## src/rtl/rtcot_pkg.sv

```systemverilog
// constants shared by the output select and trim logic
package rtcot_pkg;

  // ==========================================================
  // register addresses
  localparam logic [7:0] ADDR_CTRL   = 8'h07;
  localparam logic [7:0] ADDR_TRIM   = 8'h08;
  localparam logic [7:0] ADDR_ALM0WD = 8'h0d;
  localparam logic [7:0] ADDR_ALM1WD = 8'h14;

  // ==========================================================
  // output_and_trim_control fields
  localparam int CTRL_GPO_LVL = 7;
  localparam int CTRL_SQW_EN  = 6;
  localparam int CTRL_ALM1_EN = 5;
  localparam int CTRL_ALM0_EN = 4;
  localparam int CTRL_EXT_OSC = 3;
  localparam int CTRL_COARSE  = 2;
  localparam int CTRL_RATE_HI = 1;
  localparam int CTRL_RATE_LO = 0;
  localparam logic [7:0] CTRL_RESET = 8'h00;

  // trim register fields
  localparam int TRIM_SIGN   = 7;
  localparam int TRIM_MAG_HI = 6;
  localparam int TRIM_MAG_LO = 0;
  localparam logic [7:0] TRIM_RESET = 8'h00;

  // alarm weekday and flags fields
  localparam int ALM_POL    = 7;
  localparam int ALM_SEL_HI = 6;
  localparam int ALM_SEL_LO = 4;
  localparam int ALM_FLAG   = 3;
  localparam int ALM_WD_HI  = 2;
  localparam int ALM_WD_LO  = 0;

  // ==========================================================
  // timebase
  localparam int OSC_HZ        = 32768;
  localparam int SEC_PER_MIN   = 60;
  localparam int CYCLES_PER_STEP = 2;
  localparam int COARSE_HZ     = 128;
  localparam int COARSE_DIV    = OSC_HZ / COARSE_HZ;
  localparam int COARSE_W      = $clog2(COARSE_DIV);
  localparam int TRIM_MAG_W    = 7;

  // square wave taps on the prescaler count
  localparam int TAP_4K   = 2;
  localparam int TAP_8K   = 1;
  localparam int TAP_64HZ = 8;

  localparam logic [1:0] RATE_1HZ  = 2'h0;
  localparam logic [1:0] RATE_4K   = 2'h1;
  localparam logic [1:0] RATE_8K   = 2'h2;
  localparam logic [1:0] RATE_32K  = 2'h3;

endpackage : rtcot_pkg

```

## src/rtl/rtcot_trim.sv

```systemverilog
// oscillator prescaler with digital trim adjustment
`timescale 1ns/10ps
module rtcot_trim #(
  parameter int PRESCALE    = rtcot_pkg::OSC_HZ,
  parameter int SEC_PER_MIN = rtcot_pkg::SEC_PER_MIN,
  parameter int PW          = $clog2(PRESCALE)
) (
  input  wire logic          ref_clk_i,
  input  wire logic          rst_n_i,
  input  wire logic          osc_tick_i,
  input  wire logic          coarse_i,
  input  wire logic          add_i,
  input  wire logic [6:0]    trim_magnitude_i,
  output logic      [PW-1:0] prescale_o,
  output logic               sec_tick_o,
  output logic               trim_event_o
);

  localparam int SW = $clog2(SEC_PER_MIN);
  localparam int CW = rtcot_pkg::COARSE_W;

  logic [SW-1:0] sec_cnt_q;
  logic [CW-1:0] coarse_cnt_q;
  logic [8:0]    swallow_q;
  logic          pend_q;
  logic [7:0]    amount;
  logic          apply;
  logic [PW:0]   sum;
  logic          wrap;

  // ==========================================================
  // adjustment amount and event
  assign amount = 8'(trim_magnitude_i) * 8'(rtcot_pkg::CYCLES_PER_STEP);
  assign apply  = osc_tick_i && pend_q && (trim_magnitude_i != 7'h00);

  always_comb
  begin
    sum = (PW+1)'(prescale_o);
    if (swallow_q == 9'h000)
    begin
      sum = sum + (PW+1)'(1);
    end
    if (apply && add_i)
    begin
      sum = sum + (PW+1)'(amount);
    end
  end

  assign wrap = osc_tick_i && (sum >= (PW+1)'(PRESCALE));

  // ==========================================================
  // prescaler; cycles removed are swallowed from later ticks
  always_ff @(posedge ref_clk_i)
  begin
    if (!rst_n_i)
    begin
      prescale_o <= '0;
      swallow_q  <= 9'h000;
    end
    else if (osc_tick_i)
    begin
      prescale_o <= wrap ? PW'(sum - (PW+1)'(PRESCALE)) : PW'(sum);
      if (apply && !add_i)
      begin
        swallow_q <= swallow_q + 9'(amount);
      end
      else if (swallow_q != 9'h000)
      begin
        swallow_q <= swallow_q - 9'h001;
      end
    end
  end

  // ==========================================================
  // minute and coarse event scheduling
  always_ff @(posedge ref_clk_i)
  begin
    if (!rst_n_i)
    begin
      sec_cnt_q    <= '0;
      coarse_cnt_q <= '0;
      pend_q       <= 1'b0;
    end
    else if (osc_tick_i)
    begin
      coarse_cnt_q <= coarse_cnt_q + CW'(1);
      if (wrap)
      begin
        sec_cnt_q <= (sec_cnt_q == SW'(SEC_PER_MIN - 1)) ? '0
                   : sec_cnt_q + SW'(1);
      end
      if (coarse_i)
      begin
        pend_q <= (coarse_cnt_q == '1);
      end
      else
      begin
        pend_q <= wrap && (sec_cnt_q == SW'(SEC_PER_MIN - 1));
      end
    end
  end

  always_ff @(posedge ref_clk_i)
  begin
    if (!rst_n_i)
    begin
      sec_tick_o   <= 1'b0;
      trim_event_o <= 1'b0;
    end
    else
    begin
      sec_tick_o   <= wrap;
      trim_event_o <= apply;
    end
  end

endmodule : rtcot_trim

```

## src/rtl/rtcot_top.sv

```systemverilog
// output pin source selection, alarm flag registers and trim control
`timescale 1ns/10ps
module rtcot_top #(
  parameter int PRESCALE    = rtcot_pkg::OSC_HZ,
  parameter int SEC_PER_MIN = rtcot_pkg::SEC_PER_MIN
) (
  input  wire logic       ref_clk_i,
  input  wire logic       rst_n_i,
  input  wire logic       osc_tick_i,
  input  wire logic       osc_level_i,
  input  wire logic       on_backup_i,
  input  wire logic       alarm_zero_match_i,
  input  wire logic       alarm_one_match_i,
  input  wire logic       reg_wr_i,
  input  wire logic       reg_rd_i,
  input  wire logic [7:0] reg_addr_i,
  input  wire logic [7:0] reg_wdata_i,
  output logic      [7:0] reg_rdata_o,
  output logic            multi_function_pin_o,
  output logic            multi_function_pin_oe_o,
  output logic            sec_tick_o,
  output logic            trim_event_o
);

  localparam int PW = $clog2(PRESCALE);

  logic [7:0]    ctrl_q;
  logic [7:0]    trim_q;
  logic          alarm_output_polarity_q;
  logic [2:0]    alarm_zero_match_select_q;
  logic [2:0]    alarm_one_match_select_q;
  logic [2:0]    alarm_zero_weekday_q;
  logic [2:0]    alarm_one_weekday_q;
  logic          alarm_zero_flag_q;
  logic          alarm_one_flag_q;
  logic [PW-1:0] prescale;
  logic          wr_ctrl;
  logic          wr_trim;
  logic          wr_alm0;
  logic          wr_alm1;
  logic          pin_level;
  logic          pin_driven;

  assign wr_ctrl = reg_wr_i && (reg_addr_i == rtcot_pkg::ADDR_CTRL);
  assign wr_trim = reg_wr_i && (reg_addr_i == rtcot_pkg::ADDR_TRIM);
  assign wr_alm0 = reg_wr_i && (reg_addr_i == rtcot_pkg::ADDR_ALM0WD);
  assign wr_alm1 = reg_wr_i && (reg_addr_i == rtcot_pkg::ADDR_ALM1WD);

  // ==========================================================
  // helpers
  function automatic logic rtcot_alarm_level(input logic pol,
                                             input logic en0,
                                             input logic en1,
                                             input logic f0,
                                             input logic f1);
    logic lvl;
    lvl = 1'b0;
    if (en0 && en1)
    begin
      lvl = pol ? (f0 | f1) : ~(f0 & f1);
    end
    else if (en0)
    begin
      lvl = pol ? f0 : ~f0;
    end
    else
    begin
      lvl = pol ? f1 : ~f1;
    end
    return lvl;
  endfunction : rtcot_alarm_level

  function automatic logic rtcot_sqw_level(input logic [1:0]    rate,
                                           input logic          coarse,
                                           input logic [PW-1:0] cnt,
                                           input logic          osc);
    logic lvl;
    lvl = cnt[PW-1];
    if (coarse)
    begin
      lvl = cnt[rtcot_pkg::TAP_64HZ];
    end
    else
    begin
      unique case (rate)
        rtcot_pkg::RATE_1HZ: lvl = cnt[PW-1];
        rtcot_pkg::RATE_4K:  lvl = cnt[rtcot_pkg::TAP_4K];
        rtcot_pkg::RATE_8K:  lvl = cnt[rtcot_pkg::TAP_8K];
        rtcot_pkg::RATE_32K: lvl = osc;
      endcase
    end
    return lvl;
  endfunction : rtcot_sqw_level

  // ==========================================================
  // control and trim registers
  always_ff @(posedge ref_clk_i)
  begin
    if (!rst_n_i)
    begin
      ctrl_q <= rtcot_pkg::CTRL_RESET;
      trim_q <= rtcot_pkg::TRIM_RESET;
    end
    else
    begin
      if (wr_ctrl)
      begin
        ctrl_q <= reg_wdata_i;
      end
      if (wr_trim)
      begin
        trim_q <= reg_wdata_i;
      end
    end
  end

  // ==========================================================
  // alarm registers; a match wins over a clearing write
  always_ff @(posedge ref_clk_i)
  begin
    if (!rst_n_i)
    begin
      alarm_output_polarity_q   <= 1'b0;
      alarm_zero_match_select_q <= 3'h0;
      alarm_one_match_select_q  <= 3'h0;
      alarm_zero_weekday_q      <= 3'h0;
      alarm_one_weekday_q       <= 3'h0;
    end
    else
    begin
      if (wr_alm0 || wr_alm1)
      begin
        alarm_output_polarity_q <= reg_wdata_i[rtcot_pkg::ALM_POL];
      end
      if (wr_alm0)
      begin
        alarm_zero_match_select_q <=
          reg_wdata_i[rtcot_pkg::ALM_SEL_HI:rtcot_pkg::ALM_SEL_LO];
        alarm_zero_weekday_q <=
          reg_wdata_i[rtcot_pkg::ALM_WD_HI:rtcot_pkg::ALM_WD_LO];
      end
      if (wr_alm1)
      begin
        alarm_one_match_select_q <=
          reg_wdata_i[rtcot_pkg::ALM_SEL_HI:rtcot_pkg::ALM_SEL_LO];
        alarm_one_weekday_q <=
          reg_wdata_i[rtcot_pkg::ALM_WD_HI:rtcot_pkg::ALM_WD_LO];
      end
    end
  end

  always_ff @(posedge ref_clk_i)
  begin
    if (!rst_n_i)
    begin
      alarm_zero_flag_q <= 1'b0;
      alarm_one_flag_q  <= 1'b0;
    end
    else
    begin
      alarm_zero_flag_q <= alarm_zero_match_i ||
        (wr_alm0 ? reg_wdata_i[rtcot_pkg::ALM_FLAG] : alarm_zero_flag_q);
      alarm_one_flag_q <= alarm_one_match_i ||
        (wr_alm1 ? reg_wdata_i[rtcot_pkg::ALM_FLAG] : alarm_one_flag_q);
    end
  end

  // ==========================================================
  // register read port
  always_ff @(posedge ref_clk_i)
  begin
    if (!rst_n_i)
    begin
      reg_rdata_o <= 8'h00;
    end
    else if (reg_rd_i)
    begin
      unique case (reg_addr_i)
        rtcot_pkg::ADDR_CTRL: reg_rdata_o <= ctrl_q;
        rtcot_pkg::ADDR_TRIM: reg_rdata_o <= trim_q;
        rtcot_pkg::ADDR_ALM0WD: reg_rdata_o <= {alarm_output_polarity_q,
          alarm_zero_match_select_q, alarm_zero_flag_q, alarm_zero_weekday_q};
        rtcot_pkg::ADDR_ALM1WD: reg_rdata_o <= {alarm_output_polarity_q,
          alarm_one_match_select_q, alarm_one_flag_q, alarm_one_weekday_q};
        default: reg_rdata_o <= 8'h00;
      endcase
    end
  end

  // ==========================================================
  // trim engine, not gated by backup supply
  rtcot_trim #(
    .PRESCALE    (PRESCALE),
    .SEC_PER_MIN (SEC_PER_MIN)
  ) u_trim (
    .ref_clk_i        (ref_clk_i),
    .rst_n_i          (rst_n_i),
    .osc_tick_i       (osc_tick_i),
    .coarse_i         (ctrl_q[rtcot_pkg::CTRL_COARSE]),
    .add_i            (trim_q[rtcot_pkg::TRIM_SIGN]),
    .trim_magnitude_i (trim_q[rtcot_pkg::TRIM_MAG_HI:rtcot_pkg::TRIM_MAG_LO]),
    .prescale_o       (prescale),
    .sec_tick_o       (sec_tick_o),
    .trim_event_o     (trim_event_o)
  );

  // ==========================================================
  // pin source selection, open drain: oe pulls the pin low
  always_comb
  begin
    pin_level  = 1'b1;
    pin_driven = 1'b0;
    if (ctrl_q[rtcot_pkg::CTRL_SQW_EN])
    begin
      pin_driven = !on_backup_i;
      pin_level  = rtcot_sqw_level(
        ctrl_q[rtcot_pkg::CTRL_RATE_HI:rtcot_pkg::CTRL_RATE_LO],
        ctrl_q[rtcot_pkg::CTRL_COARSE], prescale, osc_level_i);
    end
    else if (ctrl_q[rtcot_pkg::CTRL_ALM0_EN] ||
             ctrl_q[rtcot_pkg::CTRL_ALM1_EN])
    begin
      pin_driven = 1'b1;
      pin_level  = rtcot_alarm_level(alarm_output_polarity_q,
        ctrl_q[rtcot_pkg::CTRL_ALM0_EN], ctrl_q[rtcot_pkg::CTRL_ALM1_EN],
        alarm_zero_flag_q, alarm_one_flag_q);
    end
    else
    begin
      pin_driven = !on_backup_i;
      pin_level  = ctrl_q[rtcot_pkg::CTRL_GPO_LVL];
    end
  end

  always_ff @(posedge ref_clk_i)
  begin
    if (!rst_n_i)
    begin
      multi_function_pin_o    <= 1'b0;
      multi_function_pin_oe_o <= 1'b0;
    end
    else
    begin
      multi_function_pin_o    <= 1'b0;
      multi_function_pin_oe_o <= pin_driven && !pin_level;
    end
  end

  logic both_on;
  logic one0_on;
  logic gpo_mode;
  assign both_on = !ctrl_q[rtcot_pkg::CTRL_SQW_EN] &&
    ctrl_q[rtcot_pkg::CTRL_ALM0_EN] && ctrl_q[rtcot_pkg::CTRL_ALM1_EN];
  assign one0_on = !ctrl_q[rtcot_pkg::CTRL_SQW_EN] &&
    ctrl_q[rtcot_pkg::CTRL_ALM0_EN] && !ctrl_q[rtcot_pkg::CTRL_ALM1_EN];
  assign gpo_mode = !ctrl_q[rtcot_pkg::CTRL_SQW_EN] &&
    !ctrl_q[rtcot_pkg::CTRL_ALM0_EN] && !ctrl_q[rtcot_pkg::CTRL_ALM1_EN];
endmodule : rtcot_top

```

## config.mk

```make
export PLATFORM = sky130hd
export DESIGN_NAME = rtcot_top
export DESIGN_NICKNAME = d
export VERILOG_FILES = /design/src/rtl/rtcot_pkg.sv /design/src/rtl/rtcot_trim.sv /design/src/rtl/rtcot_top.sv
export SDC_FILE = /design/constraint.sdc
export NUM_CORES = 1
export LEC_CHECK = 0
export BUFFER_PORTS_ARGS = -buffer_cell sky130_fd_sc_hd__buf_2
export CORE_MARGIN = 4
export CORE_UTILIZATION = 25
export CTS_CLUSTER_DIAMETER = 200
export DETAILED_ROUTE_END_ITERATION = 16
export GPL_TIMING_DRIVEN = 0
export PLACE_DENSITY_LB_ADDON = 0.25
export SLEW_MARGIN = 40
export SYNTH_ARGS = -nofsm -noshare
export SYNTH_HDL_FRONTEND = slang
export SYNTH_SLANG_ARGS = --single-unit
```

## constraint.sdc

```tcl
create_clock -name ref_clk_i -period 10.5 [get_ports ref_clk_i]
set_input_delay 1.575 -clock ref_clk_i [delete_from_list [all_inputs] [get_ports ref_clk_i]]
set_output_delay 1.575 -clock ref_clk_i [all_outputs]
set_load 0.01 [all_outputs]
```

==> metrics.yaml <==
route:
  ant_nets: 0
  finalWirelength_um: 15300
  drt_iter0_markers: 351
  drc_errors: 0
  first_pass_iters: 6
  via_per_inst: 4.92
  wire_per_inst_um: 16.0
  vias: 4717
synth:
  synth_cell_types: 69
  yosysWarnings: 0
  syn_inst: 640
  seq_area_frac_synth_pct: 31.5
  syn-num-nets: 688
  ys.flop_type: "dfxtp_1"
  async_flop_share_pct: 0
  synth_edf_count: 0
  syn_area_um2: 5140
  syn_avg_cell_area_um2: 8.03
  ys_ff_latch: 81
setup_path:
  crit_slowest_cell: "nor4_2"
  startpoint_type: "flip-flop"
  worstPathArrival_ns: 4.56
  path_cells: "or4_4, buf_6, nor4_2, nand4_1, xnor2_1, ha_1, a21o_1, or3_1, o211ai_1, a211oi_1, o31ai_1, xnor2_1, and2_1"
  timing.rr.start: "u_trim.swallow_q[3]"
  end_kind: "flip-flop"
  max_stage_delay_ns: 0.60
  critPathKind: "flip-flop to flip-flop"
  crit_path_frequent_cell: "xnor2_1"
  required_ns: 10.74
  crit_path_start: "u_trim.swallow_q[3]"
  r2r_cells: 13
  worst-path-max-fanout: 10
global_route:
  met3_usage_pct: 3.11
  grtUsageMet1_pct: 19.9
  met2_usage_pct: 22.3
  antenna_found_initial: 0
  grt_pass1_wl_um: 25300
  grt_max_degree: 15
  grt_pass1_vias: 4614
  grt.overflow.total: 0
  busiest_layer: "met2"
  globalRouteTotalUtil_pct: 14.2
place:
  dp_slack_ns: 6.18
  dp.cells: 942
  io_buffers: 32
  hpwl_um: 11300
  place.gp.congestion: 0.850
cells_and_area:
  postLayoutCoreUtil_pct: 29.6
  drive_gt1_share_pct: 10.9
  finish.net_count: 731
  area_growth_pct: 16.3
  num_antenna_cells: 0
  fin_cells: 958
pwr:
  powerDensity_nw_per_um2: 152
  p_comb_share_pct: 22.9
  power.switching_mw: 0.277
  p_sw_share_pct: 30.5
  seqPwrFrac_pct: 38.5
  clkPwrFrac_pct: 38.6
  internal_power_mw: 0.632
  leakagePower_nw: 2.17
  peakVddDrop_mv: 0.0928
timing:
  finalCritPeriodShare_pct: 41.1
  fin_crit_ns: 4.31
  timing.final.ws_setup_ns: 6.19
  clock_skew_ns: 0.00823
  rsz0062_at_grt: "false"
  tns_ns: 0
  slew_headroom_pct: 49.3
  tightest_slew_ns: 0.756
  fmax_mhz: 232
  finalHoldViolCount: 0
  maxSlewViolCount: 0
  setup_viol: 0
clock_tree:
  post_cts_buffers: 0
  cts_buffers: 9
  root_buffer: "clkbuf_16"
  cts_tree: "built"
  clockBufferDepth: 2
  cts.repair.resized: 0
  clock_latency_ns: 0.35
  postCtsHoldBufs: 0
  cts_sinks: 81
  h-tree-depth: 3
  clk_pin_slew_worst_paths_ns: 0.06
die:
  die-area_um2: 22900
  die_x_um: 151
  core_um2: 20200
  num_io_pins: 37
  start_util_pct: 25.4
  die_h_um: 151
  num_rows: 52
min_path:
  hold_depth: 2
  hold_path.class: "flip-flop to flip-flop"
  min_from: "alarm_one_match_select_q[1]"
outcome:
  status: "finished, final reports clean"
job:
  cap_violations: 0
per-layer routing:
layer | vias to the layer above | wire length [um]
met5 | - | 0
met4 | 0 | 117
met3 | 5 | 791
met2 | 98 | 6960
met1 | 2219 | 7450
li1 | 2395 | -
critical path, delay by kind of cell (launching register included):
kind	cells	cell delay, ns
compound gates	4	1.09
fa+ha+maj	1	0.27
simple gates	5	1.94
flops	1	0.37
xor+xnor	2	0.39
buf+inv	1	0.15
power by group through the flow:
stage               logic (mW)  registers (mW)  clock network (mW)
floorplan                0.159           0.351                   0
global placement         0.206           0.357                   0
detailed placement       0.208           0.357                   0
CTS                      0.210           0.350               0.361
global route             0.235           0.356               0.375
finish                   0.208           0.350               0.351
cell families after synthesis:
kind of cell | share of synthesized area (%)
adder cells (fa/ha/maj) | 5.89
XOR/XNOR | 5.11
flip-flops | 31.5
multiplexers | 3.65
other | 0.0730
buffers and inverters | 4.75
AO/OA/AOI/OAI | 22.5
AND/OR/NAND/NOR | 26.4
stage by stage:
| stage | hold WS (ns) | instance area (um^2) | power, mW |
|---|---|---|---|
| global placement | 0.454 | 5640 | 0.563 |
| CTS | 0.467 | 5980 | 0.922 |
| detailed placement | 0.459 | 5660 | 0.566 |
| finish | 0.462 | 5980 | 0.909 |
| global route | 0.495 | 5980 | 0.965 |
| floorplan | 0.441 | 5140 | 0.510 |
cell usage in the layout, fill, tap and decap left out, types with 8 or more instances in the layout:
cell type,instances
inv_1,23
mux2i_1,12
and2_1,17
a21boi_0,35
nand3_1,45
or3_1,8
o21a_1,9
nor2b_1,12
clkbuf_16,9
a21oi_1,25
xnor2_1,23
ha_1,21
nor4_1,9
dfxtp_1,81
nand2_1,92
nor3_1,14
o21ai_0,25
clkbuf_1,30
buf_2,35
nand4_1,10
nor2_1,18
flip-flops by register name (all words and copies together), names as in the netlist, 6 cells and up:
register / cells
trim_q: 8
u_trim.sec_cnt_q: 6
u_trim.prescale_o: 15
reg_rdata_o: 8
u_trim.swallow_q: 9
u_trim.coarse_cnt_q: 8
ctrl_q: 8
path summary, 6_finish.rpt:
path / to / slack [ns]
max: u_trim.prescale_o[10] / 6.19
min: alarm_one_match_select_q[1] / 0.46
max reg2reg: u_trim.prescale_o[10] / 6.19
min reg2reg: alarm_one_match_select_q[1] / 0.46
cell type report:
cell class	instances	area (um^2)
fillers	2195	14300
multi-input cells	498	3300
flip-flops and latches	81	1620
well taps	270	338
clock buffers	10	229
repair buffers	32	160
plain buffers	38	158
clock inverters	6	90.1
inverters	23	86.3
synthesized netlist by cell type, types with 9 or more instances:
cell	n	share of area, %
and2_1	17	2.1
ha_1	21	5.1
dfxtp_1	81	32
a21oi_1	25	2.4
clkbuf_1	29	2.1
mux2i_1	12	2.3
inv_1	23	1.7
nor2_1	18	1.3
xnor2_1	23	3.9
nand3_1	45	4.4
nor4_1	10	1.2
nand4_1	10	1.2
a21boi_0	35	5.1
nand2_1	92	6.7
nor2b_1	12	1.5
o21a_1	9	1.3
o21ai_0	25	2.4
nor3_1	14	1.4
No activity file was read; power rests on OpenSTA's default activity.
